--- src/rx_dma_pkg.sv ---
// Shared constants for the receive scatter-gather DMA and its host end.
package rx_dma_pkg;
   localparam int ADDR_W   = 32;
   localparam int DATA_W   = 32;
   localparam int REG_AW   = 12;
   localparam int REG_DW   = 16;
   localparam int CH_W     = 6;
   localparam int NUM_CH   = 40;
   localparam int SIZE_W   = 13;
   localparam int CNT_W    = SIZE_W + 1;
   localparam int PTR_W    = 16;
   localparam int BYTES_W  = 3;
   localparam int NUM_REG  = 22;
   localparam int APB_AW   = 16;

   // Register indexes; REG_OFS lists the offsets in reverse order, highest index first.
   localparam int I_FQB_LO = 0;
   localparam int I_FQB_HI = 1;
   localparam int I_FQ_END = 2;
   localparam int I_FQ_SML = 3;
   localparam int I_FL_WP  = 4;
   localparam int I_FS_WP  = 5;
   localparam int I_FL_RP  = 6;
   localparam int I_FS_RP  = 7;
   localparam int I_DQB_LO = 8;
   localparam int I_DQB_HI = 9;
   localparam int I_DQ_END = 10;
   localparam int I_DQ_RP  = 11;
   localparam int I_DQ_WP  = 12;
   localparam int I_DQ_FFT = 13;
   localparam int I_DB_LO  = 14;
   localparam int I_DB_HI  = 15;
   localparam int I_CC_SEL = 16;
   localparam int I_CC_DAT = 17;
   localparam int I_QCTL   = 18;
   localparam int I_LBS    = 19;
   localparam int I_SBS    = 20;
   localparam int I_ENG    = 21;
   localparam logic [NUM_REG-1:0][REG_AW-1:0] REG_OFS = {
      12'h7A0, 12'h794, 12'h790, 12'h780, 12'h774, 12'h770,
      12'h754, 12'h750, 12'h744, 12'h740, 12'h73C, 12'h738,
      12'h734, 12'h730, 12'h71C, 12'h718, 12'h714, 12'h710,
      12'h70C, 12'h708, 12'h704, 12'h700};
   localparam logic [REG_DW-1:0] REG_RST = 16'h0000;

   // Channel buffer policy codes and control fields.
   localparam int          POL_W      = 2;
   localparam logic [1:0]  POL_LARGE  = 2'h0;
   localparam logic [1:0]  POL_SMALL  = 2'h1;
   localparam logic [1:0]  POL_MIXED  = 2'h2;
   localparam int          THR_W      = 3;
   localparam int          THR_LSB    = 0;
   localparam int          BURST_BIT  = 3;
   localparam int          ENABLE_BIT = 0;

   // Descriptor and queue entry layout.
   localparam int          ST_W       = 3;
   localparam logic [2:0]  BUF_FIRST  = 3'h1;
   localparam logic [2:0]  BUF_MID    = 3'h2;
   localparam logic [2:0]  BUF_LAST   = 3'h4;
   localparam int          BC_LSB     = 16;
   localparam int          ST_LSB     = 29;
   localparam int          TS_LSB     = 8;
   localparam int          DQ_CH_LSB  = 16;
   localparam int          DQ_EOP_BIT = 31;
   localparam int          FQ_SH      = 3;
   localparam int          DESC_SH    = 4;
   localparam int          DQ_SH      = 2;
   localparam int          DWORD_SH   = 2;
   localparam logic [2:0]  WORD_BYTES = 3'h4;

   // Timestamp runs at the clock divided by sixteen.
   localparam int          TS_DIV_W   = 4;
   localparam int          TS_W       = 24;

   // Host end APB map: below MEM_WIN goes to the device registers.
   localparam logic [15:0] MEM_WIN    = 16'h1000;
endpackage

--- src/rx_dma_if.sv ---
// Link between the receive DMA engine and its host end.
`timescale 1ns/1ps
`default_nettype none
interface rx_dma_if;
   import rx_dma_pkg::*;
   logic              reg_req;
   logic              reg_we;
   logic [REG_AW-1:0] reg_addr;
   logic [REG_DW-1:0] reg_wdata;
   logic              reg_ack;
   logic [REG_DW-1:0] reg_rdata;
   logic              mem_req;
   logic              mem_we;
   logic              mem_burst;
   logic [ADDR_W-1:0] mem_addr;
   logic [DATA_W-1:0] mem_wdata;
   logic              mem_ack;
   logic [DATA_W-1:0] mem_rdata;

   modport device(input reg_req, reg_we, reg_addr, reg_wdata, mem_ack,
      mem_rdata, output reg_ack, reg_rdata, mem_req, mem_we, mem_burst,
      mem_addr, mem_wdata);
   modport host(output reg_req, reg_we, reg_addr, reg_wdata, mem_ack,
      mem_rdata, input reg_ack, reg_rdata, mem_req, mem_we, mem_burst,
      mem_addr, mem_wdata);
endinterface // rx_dma_if
`default_nettype wire

--- src/rx_dma_engine.sv ---
// Receive scatter-gather DMA engine, the device end of the host link.
//
// The APB slave port is this design's own decision.
`timescale 1ns/1ps
`default_nettype none
// Summary of operation
// Large buffer size is 13-bit host setting.
// Small buffer size is 13-bit host setting.
// Per-channel policy: large, small, or small-then-large.
// FIFO request starts a packet transfer.
// Policy picks large or small buffer.
// Fetch free-queue entry for buffer and descriptor.
// Write packet data into the buffer.
// Count bytes; full buffer fetches another entry.
// Write previous descriptor linking to new one.
// Repeat until the whole packet is stored.
// Done entry per packet or 1-7 buffers.
// Descriptor holds buffer address, status, count.
// Attributes go into the paired free descriptor.
// Burst mode groups queue accesses.
// Free queues: host write, engine read pointers.
// Done queue: engine write, host read pointers.
// Host keeps free queues replenished.
// Host polls, then reads done entries.
// Host walks links, then rechecks done queue.
// Engine idle until host sets enable.
// Buffer status one-hot: first, middle, last.
// Single size: small start equals end.
// Advance queue pointers, wrap at queue end.
module rx_dma_engine
   import rx_dma_pkg::*;
(
   input  wire logic               clk_i,
   input  wire logic               reset_i,
   rx_dma_if.device                link,
   input  wire logic               fifo_req_i,
   input  wire logic [DATA_W-1:0]  fifo_data_i,
   input  wire logic [CH_W-1:0]    fifo_chan_i,
   input  wire logic               fifo_eop_i,
   input  wire logic [BYTES_W-1:0] fifo_bytes_i,
   output logic                    fifo_pop_o,
   output logic                    busy_o
);

   typedef enum logic [2:0] {
      S_IDLE, S_FQ0, S_FQ1, S_DATA, S_DESC, S_DONE, S_NEXT
   } state_e;

   typedef struct packed {
      state_e                         st;
      logic [NUM_REG-1:0][REG_DW-1:0] regs;
      logic [NUM_CH-1:0][POL_W-1:0]   cfg;
      logic                           reg_ack;
      logic [REG_DW-1:0]              reg_rdata;
      logic                           mreq;
      logic                           mwe;
      logic                           mburst;
      logic [ADDR_W-1:0]              maddr;
      logic [DATA_W-1:0]              mwdata;
      logic                           pop;
      logic                           busy;
      logic [CH_W-1:0]                chan;
      logic [POL_W-1:0]               pol;
      logic                           cur_small;
      logic                           new_small;
      logic                           linked;
      logic                           head;
      logic                           last;
      logic                           grp_open;
      logic [ADDR_W-1:0]              buf_addr;
      logic [ADDR_W-1:0]              new_addr;
      logic [PTR_W-1:0]               desc_ptr;
      logic [PTR_W-1:0]               new_ptr;
      logic [PTR_W-1:0]               grp_ptr;
      logic [CNT_W-1:0]               count;
      logic [THR_W-1:0]               nbuf;
      logic [1:0]                     step;
      logic [TS_DIV_W-1:0]            ts_div;
      logic [TS_W-1:0]                ts;
   } state_s;

   localparam state_s RST = '0;

   state_s r;
   state_s n;

   // Loads one memory request; it is held until the host acknowledges.
   function automatic state_s issue(input state_s s, input logic we,
      input logic [ADDR_W-1:0] a, input logic [DATA_W-1:0] d,
      input logic b);
      state_s t;
      t = s;
      t.mreq = 1'b1;
      t.mwe = we;
      t.maddr = a;
      t.mwdata = d;
      t.mburst = b;
      return t;
   endfunction

   // Next-state logic for the register port and the transfer sequence.
   always_comb begin
      logic [CH_W-1:0]   sel;
      logic              use_small;
      logic              burst_en;
      logic [THR_W-1:0]  thr;
      logic [SIZE_W-1:0] cur_size;
      logic [CNT_W-1:0]  wbytes;
      logic              full;
      int                rp;
      int                wp;
      logic [PTR_W-1:0]  rp_next;
      logic [PTR_W-1:0]  dq_next;
      logic [ADDR_W-1:0] fq_addr;
      logic [ADDR_W-1:0] d_addr;
      logic [ADDR_W-1:0] dq_addr;
      logic [DATA_W-1:0] d_word;
      logic [ST_W-1:0]   status;
      sel = r.regs[I_CC_SEL][CH_W-1:0];
      burst_en = r.regs[I_QCTL][BURST_BIT];
      thr = r.regs[I_QCTL][THR_LSB+:THR_W];
      use_small = (r.pol == POL_SMALL) ||
                  (r.pol == POL_MIXED && !r.linked);
      cur_size = r.cur_small ? r.regs[I_SBS][SIZE_W-1:0]
                             : r.regs[I_LBS][SIZE_W-1:0];
      wbytes = fifo_eop_i ? CNT_W'(fifo_bytes_i) : CNT_W'(WORD_BYTES);
      full = (r.count != '0) &&
             (r.count + wbytes > CNT_W'(cur_size));
      rp = use_small ? I_FS_RP : I_FL_RP;
      wp = use_small ? I_FS_WP : I_FL_WP;
      rp_next = r.regs[rp] + 1'b1;
      // Large entries wrap at the small start, small ones at the end.
      if (!use_small && rp_next == r.regs[I_FQ_SML]) begin
         rp_next = '0;
      end else if (use_small && rp_next > r.regs[I_FQ_END]) begin
         rp_next = r.regs[I_FQ_SML];
      end
      dq_next = r.regs[I_DQ_WP] + 1'b1;
      if (dq_next > r.regs[I_DQ_END]) begin
         dq_next = '0;
      end
      fq_addr = {r.regs[I_FQB_HI], r.regs[I_FQB_LO]} +
                (ADDR_W'(r.regs[rp]) << FQ_SH);
      d_addr = {r.regs[I_DB_HI], r.regs[I_DB_LO]} +
               (ADDR_W'(r.desc_ptr) << DESC_SH) +
               (ADDR_W'(r.step) << DWORD_SH);
      dq_addr = {r.regs[I_DQB_HI], r.regs[I_DQB_LO]} +
                (ADDR_W'(r.regs[I_DQ_WP]) << DQ_SH);
      status = r.last ? BUF_LAST : (r.head ? BUF_FIRST : BUF_MID);
      d_word = '0;

      n = r;
      n.reg_ack = 1'b0;
      n.pop = 1'b0;
      n.busy = (r.st != S_IDLE);
      n.ts_div = r.ts_div + 1'b1;
      if (&r.ts_div) begin
         n.ts = r.ts + 1'b1;
      end

      // Register port; the engine's own updates below take priority.
      if (link.reg_req && !r.reg_ack) begin
         n.reg_ack = 1'b1;
         n.reg_rdata = '0;
         for (int i = 0; i < NUM_REG; i++) begin
            if (link.reg_addr == REG_OFS[i]) begin
               n.reg_rdata = r.regs[i];
               if (link.reg_we) begin
                  n.regs[i] = link.reg_wdata;
               end
            end
         end
         if (link.reg_addr == REG_OFS[I_CC_DAT] && int'(sel) < NUM_CH) begin
            n.reg_rdata = REG_DW'(r.cfg[sel]);
            if (link.reg_we) begin
               n.cfg[sel] = link.reg_wdata[POL_W-1:0];
            end
         end
      end

      case (r.st)
         S_IDLE: begin
            if (r.regs[I_ENG][ENABLE_BIT] && fifo_req_i) begin
               n.chan = fifo_chan_i;
               n.pol = (int'(fifo_chan_i) < NUM_CH) ? r.cfg[fifo_chan_i]
                                                     : POL_LARGE;
               n.head = 1'b1;
               n.linked = 1'b0;
               n.st = S_FQ0;
            end
         end
         S_FQ0: begin
            if (!r.mreq) begin
               if (r.regs[rp] != r.regs[wp]) begin
                  n = issue(n, 1'b0, fq_addr, d_word, burst_en);
               end
            end else if (link.mem_ack) begin
               n.mreq = 1'b0;
               n.new_addr = link.mem_rdata;
               n.new_small = use_small;
               n.st = S_FQ1;
            end
         end
         S_FQ1: begin
            if (!r.mreq) begin
               n = issue(n, 1'b0, fq_addr + (ADDR_W'(1) << DWORD_SH),
                         d_word, 1'b0);
            end else if (link.mem_ack) begin
               n.mreq = 1'b0;
               n.new_ptr = link.mem_rdata[PTR_W-1:0];
               n.regs[rp] = rp_next;
               n.st = r.linked ? S_DESC : S_NEXT;
               n.step = '0;
            end
         end
         S_DATA: begin
            if (!r.mreq) begin
               if (fifo_req_i && full) begin
                  n.st = S_FQ0;
               end else if (fifo_req_i) begin
                  n = issue(n, 1'b1, r.buf_addr + ADDR_W'(r.count),
                            fifo_data_i, 1'b0);
                  n.pop = 1'b1;
                  n.last = fifo_eop_i;
                  n.count = r.count + wbytes;
               end
            end else if (link.mem_ack) begin
               n.mreq = 1'b0;
               if (r.last) begin
                  n.st = S_DESC;
                  n.step = '0;
               end
            end
         end
         S_DESC: begin
            // Dword 0 buffer address, 1 status/count/link, 2 stamp/channel.
            if (r.step == 2'h0) begin
               d_word = r.buf_addr;
            end else if (r.step == 2'h1) begin
               d_word[PTR_W-1:0] = r.last ? '0 : r.new_ptr;
               d_word[BC_LSB+:SIZE_W] = r.count[SIZE_W-1:0];
               d_word[ST_LSB+:ST_W] = status;
            end else begin
               d_word[CH_W-1:0] = r.chan;
               d_word[TS_LSB+:TS_W] = r.ts;
            end
            if (!r.mreq) begin
               n = issue(n, 1'b1, d_addr, d_word,
                         burst_en && r.step != 2'h2);
            end else if (link.mem_ack) begin
               n.mreq = 1'b0;
               n.step = r.step + 1'b1;
               if (r.step == 2'h2) begin
                  n.nbuf = (thr == '0) ? '0 : r.nbuf + 1'b1;
                  n.st = (r.last || (thr != '0 && r.nbuf + 1'b1 == thr))
                         ? S_DONE : S_NEXT;
               end
            end
         end
         S_DONE: begin
            d_word[PTR_W-1:0] = r.grp_ptr;
            d_word[DQ_CH_LSB+:CH_W] = r.chan;
            d_word[DQ_EOP_BIT] = r.last;
            if (!r.mreq) begin
               if (dq_next != r.regs[I_DQ_RP]) begin
                  n = issue(n, 1'b1, dq_addr, d_word, burst_en);
               end
            end else if (link.mem_ack) begin
               n.mreq = 1'b0;
               n.regs[I_DQ_WP] = dq_next;
               n.nbuf = '0;
               n.grp_open = 1'b0;
               n.st = S_NEXT;
            end
         end
         S_NEXT: begin
            if (r.last && r.linked && r.step != '0) begin
               n.linked = 1'b0;
               n.last = 1'b0;
               n.st = S_IDLE;
            end else begin
               // Take over the buffer just fetched and keep filling.
               n.head = !r.linked;
               n.linked = 1'b1;
               n.buf_addr = r.new_addr;
               n.desc_ptr = r.new_ptr;
               n.cur_small = r.new_small;
               n.count = '0;
               n.step = '0;
               if (!r.grp_open) begin
                  n.grp_ptr = r.new_ptr;
                  n.grp_open = 1'b1;
               end
               n.st = S_DATA;
            end
         end
         default: n.st = S_IDLE;
      endcase
   end

   // All state registers; reset loads the zero constant only.
   always_ff @(posedge clk_i or posedge reset_i) begin
      if (reset_i) begin
         r <= RST;
      end else begin
         r <= n;
      end
   end

   // Outputs come straight from the state flops.
   assign link.reg_ack   = r.reg_ack;
   assign link.reg_rdata = r.reg_rdata;
   assign link.mem_req   = r.mreq;
   assign link.mem_we    = r.mwe;
   assign link.mem_burst = r.mburst;
   assign link.mem_addr  = r.maddr;
   assign link.mem_wdata = r.mwdata;
   assign fifo_pop_o     = r.pop;
   assign busy_o         = r.busy;

endmodule // rx_dma_engine
`default_nettype wire

--- src/flat_wrapper.sv ---
// flat-port wrapper written by rule: the top's interface ports become plain ports
module rx_dma_engine_flat import rx_dma_pkg::*;
  (clk_i, reset_i, fifo_req_i, fifo_data_i, fifo_chan_i, fifo_eop_i, fifo_bytes_i, fifo_pop_o, busy_o, link_reg_req, link_reg_we, link_reg_addr, link_reg_wdata, link_mem_ack, link_mem_rdata, link_reg_ack, link_reg_rdata, link_mem_req, link_mem_we, link_mem_burst, link_mem_addr, link_mem_wdata);
  rx_dma_if link_i ();
  input  wire logic clk_i;
  input  wire logic reset_i;
  input  wire logic fifo_req_i;
  input  wire logic [DATA_W-1:0] fifo_data_i;
  input  wire logic [CH_W-1:0] fifo_chan_i;
  input  wire logic fifo_eop_i;
  input  wire logic [BYTES_W-1:0] fifo_bytes_i;
  output logic fifo_pop_o;
  output logic busy_o;
  input wire logic [$bits(link_i.reg_req)-1:0] link_reg_req;
  input wire logic [$bits(link_i.reg_we)-1:0] link_reg_we;
  input wire logic [$bits(link_i.reg_addr)-1:0] link_reg_addr;
  input wire logic [$bits(link_i.reg_wdata)-1:0] link_reg_wdata;
  input wire logic [$bits(link_i.mem_ack)-1:0] link_mem_ack;
  input wire logic [$bits(link_i.mem_rdata)-1:0] link_mem_rdata;
  output wire logic [$bits(link_i.reg_ack)-1:0] link_reg_ack;
  output wire logic [$bits(link_i.reg_rdata)-1:0] link_reg_rdata;
  output wire logic [$bits(link_i.mem_req)-1:0] link_mem_req;
  output wire logic [$bits(link_i.mem_we)-1:0] link_mem_we;
  output wire logic [$bits(link_i.mem_burst)-1:0] link_mem_burst;
  output wire logic [$bits(link_i.mem_addr)-1:0] link_mem_addr;
  output wire logic [$bits(link_i.mem_wdata)-1:0] link_mem_wdata;
  assign link_i.reg_req = link_reg_req;
  assign link_i.reg_we = link_reg_we;
  assign link_i.reg_addr = link_reg_addr;
  assign link_i.reg_wdata = link_reg_wdata;
  assign link_i.mem_ack = link_mem_ack;
  assign link_i.mem_rdata = link_mem_rdata;
  assign link_reg_ack = link_i.reg_ack;
  assign link_reg_rdata = link_i.reg_rdata;
  assign link_mem_req = link_i.mem_req;
  assign link_mem_we = link_i.mem_we;
  assign link_mem_burst = link_i.mem_burst;
  assign link_mem_addr = link_i.mem_addr;
  assign link_mem_wdata = link_i.mem_wdata;
  rx_dma_engine u_core (.clk_i(clk_i), .reset_i(reset_i), .link(link_i), .fifo_req_i(fifo_req_i), .fifo_data_i(fifo_data_i), .fifo_chan_i(fifo_chan_i), .fifo_eop_i(fifo_eop_i), .fifo_bytes_i(fifo_bytes_i), .fifo_pop_o(fifo_pop_o), .busy_o(busy_o));
endmodule
--- config.mk ---
export PLATFORM = sky130hd
export DESIGN_NAME = rx_dma_engine_flat
export DESIGN_NICKNAME = d
export VERILOG_FILES = /design/src/rx_dma_pkg.sv /design/src/rx_dma_if.sv /design/src/rx_dma_engine.sv /design/src/flat_wrapper.sv
export SDC_FILE = /design/constraint.sdc
export NUM_CORES = 2
export LEC_CHECK = 0
export ABC_AREA = 1
export CORE_MARGIN = 3
export CORE_UTILIZATION = 25
export CTS_CLUSTER_SIZE = 14
export DETAILED_ROUTE_END_ITERATION = 16
export DONT_BUFFER_PORTS = 1
export PLACE_DENSITY = 0.45
export SLEW_MARGIN = 25
export SYNTH_ARGS = -nofsm -noshare
export SYNTH_HDL_FRONTEND = slang
export SYNTH_SLANG_ARGS = --single-unit
--- constraint.sdc ---
create_clock -name clk_i -period 66.2 [get_ports clk_i]
set_input_delay 6.62 -clock clk_i [delete_from_list [all_inputs] [get_ports clk_i]]
set_output_delay 6.62 -clock clk_i [all_outputs]
set_load 0.02 [all_outputs]
* Yosys cells after proc, flatten, opt, wreduce, memory -nomap -nowiden
Cells that the tools add are included.
Storage, ports and cells: flip-flop bits (word level) 694, bits in latches 0, bits in writable memories 0, ROM bits 0, input bits 108, logic and storage cells 416, memories kept 0
Operators by class: add/subtract/negate cells 13, multipliers 0, divide/modulo/power cells 0, order comparisons 11, equality and inequality tests 64, shifts and indexed selects 0, muxes and demuxes 184, bitwise gates (word level) 7, reductions and logical operators 47
Operators with widths (number):
- 518-bit case mux with 5 select lines | 1
- 16-bit two-way mux | 82
- 242-bit two-way mux | 4
- 355-bit two-way mux | 2
- 449-bit two-way mux | 1
- 352-bit bitwise mux | 1
- 12-bit by 11-bit == test with 1-bit output (second input constant) | 22
- 211-bit two-way mux | 1
- 208-bit two-way mux | 1
- 34-bit case mux with 6 select lines | 1
- 162-bit two-way mux | 1
- 16-bit binary-select mux with 5-bit select | 2
- 80-bit two-way mux | 2
- 32-bit case mux with 5 select lines | 1
- 30-bit case mux with 5 select lines | 1
- 126-bit two-way mux | 1
- 32-bit two-way mux | 3
- 16-bit case mux with 6 select lines | 1
- 95-bit two-way mux | 1
- 28-bit case mux with 3 select lines | 1
- 81-bit two-way mux | 1
- 80-bit bitwise mux | 1
- 16-bit demux with 5-bit select | 1
- 16-bit case mux with 5 select lines | 1
- other kinds (71) | 192

* Depth between registers and ports, before layout
depth after elaboration 29, gate-level depth with buffers 31, depth with buffers taken out 30

* Least setup slack after synthesis
OpenSTA, ideal clock, no wires.
path type input-to-reg, from in fifo_eop_i, to reg u_core.r[35] in the netlist's numbering, library setup time 0.131 ns, arrival 9.722 ns, path slack 56.347 ns, stages on the path 24, path through inv_1 > or2_2 > ha_1 > nand3_1 > nand3_1 > nand2_1 > nor2_1 > nand3_1 > nor2_1 > nand2_1 > xor2_1 > inv_1 > ha_1 > a21oi_1 > o21ai_0 > a21oi_1 > nand2_1 > nand3_1 > nor2_1 > nand2_1 > nand2_1 > nor3_2 > clkbuf_1 > o21ai_0
Between the ends: longest elaborated chain between the ends 7
Ends and longest elaborated chain:
- from (decl) | line flat_wrapper.sv:10 | input wire logic fifo_eop_i;
- 3-bit two-way mux * | line rx_dma_engine.sv:126 | wbytes = fifo_eop_i ? CNT_W'(fifo_bytes_i) : CNT_W'(WORD_BYTES);
- 14-bit adder * | line rx_dma_engine.sv:128, rx_dma_engine.sv:225
- 14-bit by 13-bit > comparator with 1-bit output | line rx_dma_engine.sv:128 | (r.count + wbytes > CNT_W'(cur_size));
- 1-bit logical AND | line rx_dma_engine.sv:127 | full = (r.count != '0) &&
- 1-bit logical AND | line rx_dma_engine.sv:218 | if (fifo_req_i && full) begin
- 2-bit inequality test (no line)
- 8-bit AND reduction (no line)
- to (signal assigned) | line rx_dma_engine.sv:306 | r <= n;
- to (decl) | line rx_dma_engine.sv:84 | state_s r;
Mark *: on every way between the ends. The rest lies on a longest branch, timed or not. The select of a mux whose other input is x is not followed. A chain may end at the register's enable or synchronous reset.

* Worst setup path in the final report
from in fifo_eop_i, to reg u_core.r (netlist bit u_core.link.mem_wdata[20])
Between the ends: longest elaborated chain between the ends 7
Ends and longest elaborated chain (line):
- 3-bit two-way mux | rx_dma_engine.sv:126
- 14-bit adder | rx_dma_engine.sv:128
- 14-bit by 13-bit > comparator with 1-bit output | rx_dma_engine.sv:128
- 1-bit logical AND | rx_dma_engine.sv:127
- 1-bit logical AND | rx_dma_engine.sv:218
- 2-bit inequality test (no line)
- 10-bit AND reduction (no line)
No other way between the ends.

==> results.yml <==
status:
  status: "finished, final reports clean"
worst_setup_path:
  reg2reg_to: "u_core.r[454]$_DFF_PP0_"
  endpoint: "u_core.link.mem_wdata[20]$_DFFE_PP0P_"
  critPathArrivalTime_ns: 11.43
  ff2ff_path_depth: 27
  critical_path_class: "input pin to register"
  worstSetupEndpointType: "register"
  cp-start-kind: "input pin"
  critical_path.most_common_cell: "nand2_1"
  cp_num_buf_inv: 4
  cpPeakStageDelay_ns: 0.88
  cpMaxStageDelayCell: "inv_4"
  cp.depth: 26
  critPathMaxFanout: 60
  crit_family: "simple AND/OR/NAND/NOR gates"
  startpoint: "fifo_eop_i"
  r2r_slack_ns: 59.57
  required_ns: 66.85
  r2r-start: "u_core.r[162]$_DFFE_PP0P_"
timing:
  period_needed_ns: 10.78
  hold_viol_final: 0
  rsz0062_at_grt: "no"
  slew_headroom_pct: 29.84
  fin_ws_ns: 55.42
  timing.final.crit_share_pct: 16.28
  clock_skew_ns: 0.06792
  whs_ns: 0.4508
  worst_slew_pin_slew_ns: 1.049
  fmax_ghz: 0.09280
  setup_violations: 0
  tns_ns: 0
  slew_viol_final: 0
logic_synthesis:
  synth-async-reset-ratio_pct: 100.0
  synth_most_common_cell: "nand2_1"
  synth_xor_area_share_pct: 2.799
  synthAdderAreaFrac_pct: 3.765
  synthCells: 5756
  synth_common_cells: "1396 x nand2_1, 694 x dfrtp_1, 684 x inv_1"
  yosysTopAreaCellShare_pct: 40.51
  yosys.area.top_type: "dfrtp_1"
  synth_fp_nets: 5990
  ys_seq_area_share_pct: 40.51
  yosys.area_share.simple_pct: 23.53
  synth_compound_area_share_pct: 18.38
  syn_avg_cell_area_um2: 7.448
  synth.distinct_cells: 63
  ys_warn_count: 0
  netlist_area_mm2: 0.04287
  synthTopCellsByArea: "dfrtp_1 41%, nand2_1 12%, inv_1 6.0%, o21ai_0 5.5%, a21oi_1 4.4%"
  synth_top_family_by_area: "simple AND/OR/NAND/NOR gates"
  ys_ff_latch: 694
  synthMuxAreaShare_pct: 0.9632
  synthFlopType: "dfrtp_1"
  synth_edf_count: 0
die:
  core_area_mm2: 0.1698
  row_count: 151
  dieArea_mm2: 0.1765
  start_util_pct: 25.24
  pin_count: 194
  die_w_um: 420.1
  die_h_um: 420.1
clocking:
  h-tree-depth: 3
  path_clk_slew_ns: 0.06
  cts_buffers: 90
  ctsResizeCount: 0
  ctsHoldBuffers: 0
  clk-insertion-delay-late_ns: 0.73
  cts_setup_buffers: 0
  cts_tree: "yes"
  clock-sinks: 694
  cts_buffer_depth: 3
  root_buffer: "clkbuf_16"
global_routing:
  grt_max_degree: 122
  grt_use_met1_pct: 30.48
  met2_usage_pct: 33.21
  grt_busiest_layer: "met2"
  met3_usage_pct: 4.426
  grt_pass1_vias: 38960
  grt_usage_pct: 21.71
  grt_pass1_wl_um: 282500
  grt_overflow: 0
  antenna_found_initial: 4
power:
  power.density_mw_per_mm2: 34.33
  power_mw: 1.645
  leakage_nw: 22.31
  peakVddDrop_mv: 0.02790
drt:
  drt_iter0_drc: 4561
  drt-total-wl_um: 196800
  vias: 41060
  viasPerCell: 5.195
  first_pass_iters: 6
  postRouteAntennaNets: 0
  wl_per_cell_um: 24.90
  route.detailed.drc: 0
place:
  gp_congestion: 0.9421
  hpwl_um: 144200
  placedCellCount: 7743
  port_buffers: 0
  place_area_mm2: 0.04487
  dp_slack_ns: 54.69
cells_and_area:
  areaGrowthSynthToFinish_pct: 11.77
  seqCellArea_mm2: 0.01737
  n_fill_cell: 18460
  nNetsFinal: 5851
  utilization_pct: 28.21
  design_area_mm2: 0.04791
  multi_input_area_mm2: 0.02137
  drive_gt1_share_pct: 7.300
  stdcell_count: 7904
job:
  maxCapViolCount: 0
min_path:
  hp-class: "register to register"
cells by family after synthesis:
group                    count (synthesis)
AND/OR/NAND/NOR                       2399
AO/OA/AOI/OAI                         1335
buffers and inverters                 1028
flip-flops                             694
XOR/XNOR                               137
adder cells (fa/ha/maj)                126
multiplexers                            37
power breakdown:
group          leakage (nW)  switching [mW]  total, mW  internal [mW]
Combinational          12.6           0.395      0.550          0.156
Clock                  1.44           0.218      0.508          0.290
Sequential             8.30          0.0998      0.587          0.487
Total                  22.3           0.712       1.64          0.933
worst reg2reg max path, stage by stage, from the launching register on:
cell and delay (ns):
dfrtp_1 0.39, inv_2 0.12, nand3_1 0.11, nand2_2 0.06, buf_4 0.42, buf_4 0.49, o21ai_1 0.11, buf_4 0.17
inv_1 0.31, ha_1 0.25, nand2_1 0.07, nor2_1 0.20, nand4_1 0.16, nor2_1 0.22, nand2_1 0.10, xor2_1 0.27
inv_1 0.16, ha_1 0.30, nand2_1 0.06, nor4_1 0.38, a21oi_1 0.12, o21ai_0 0.17, nand2_1 0.58, o21ai_0 0.90
o21ai_0 0.16, a21oi_1 0.14, nor2_1 0.04, o21ai_0 0.07
cell usage in the layout (no fill, tap or decap), types with 7 or more instances in the layout:
| cell type | Yosys | routed |
|---|---|---|
| o21bai_1 | 14 | 14 |
| a21o_1 | 10 | 10 |
| o21ai_0 | 469 | 469 |
| clkbuf_16 | 0 | 91 |
| mux2_2 | 34 | 34 |
| clkinvlp_4 | 0 | 10 |
| o21ai_1 | 23 | 23 |
| nor3_2 | 4 | 10 |
| xnor2_1 | 27 | 27 |
| inv_1 | 684 | 679 |
| nand3_1 | 283 | 283 |
| a221oi_1 | 13 | 13 |
| o211ai_1 | 44 | 44 |
| a22oi_1 | 224 | 224 |
| nor3_1 | 87 | 79 |
| nor2_2 | 10 | 40 |
| nand2_1 | 1396 | 1393 |
| inv_2 | 9 | 12 |
| nand2_2 | 5 | 7 |
| clkinv_1 | 9 | 10 |
| dfrtp_1 | 694 | 694 |
| or2_2 | 28 | 28 |
| clkbuf_1 | 182 | 17 |
| nor2_1 | 417 | 384 |
| ha_1 | 121 | 121 |
| a31oi_1 | 16 | 16 |
| buf_4 | 86 | 88 |
| nor4_1 | 22 | 21 |
| a211oi_1 | 11 | 11 |
| clkinv_2 | 0 | 14 |
| xor2_1 | 110 | 110 |
| o21ai_2 | 24 | 24 |
| o221ai_1 | 23 | 23 |
| o22ai_1 | 64 | 64 |
| a21oi_1 | 374 | 374 |
| nand3b_1 | 10 | 10 |
| nand4_1 | 117 | 117 |
| clkbuf_8 | 0 | 10 |
how the worst min path moves through the flow:
| stage | cells past startpoint | slack [ns] | start | to |
|---|---|---|---|---|
| after floorplan | 1 | 0.42 | u_core.r[24]$_DFF_PP0_ | u_core.r[24]$_DFF_PP0_ |
| after global placement | 1 | 0.45 | u_core.r[24]$_DFF_PP0_ | u_core.r[24]$_DFF_PP0_ |
| after detailed placement | 1 | 0.45 | u_core.r[24]$_DFF_PP0_ | u_core.r[24]$_DFF_PP0_ |
| after CTS | 1 | 0.46 | u_core.r[24]$_DFF_PP0_ | u_core.r[24]$_DFF_PP0_ |
| after global routing | 1 | 0.47 | u_core.r[24]$_DFF_PP0_ | u_core.r[24]$_DFF_PP0_ |
| final | 1 | 0.45 | u_core.r[24]$_DFF_PP0_ | u_core.r[24]$_DFF_PP0_ |
layout make-up:
class / count / share of cell area (%)
well taps: 2218 / 5.792
clock buffers: 118 / 5.173
clock inverters: 42 / 1.115
multi-input cells: 4034 / 44.60
repair buffers: 94 / 1.538
flip-flops and latches: 694 / 36.25
diodes: 1 / 0.005223
inverters: 703 / 5.528
metal layers:
metal	vias to the layer above	part of all wire (%)
li1	18860	-
met4	0	3.3
met1	20220	45
met3	287	8.3
met2	1696	44
met5	-	0
Power figures use the tool's default switching activity.
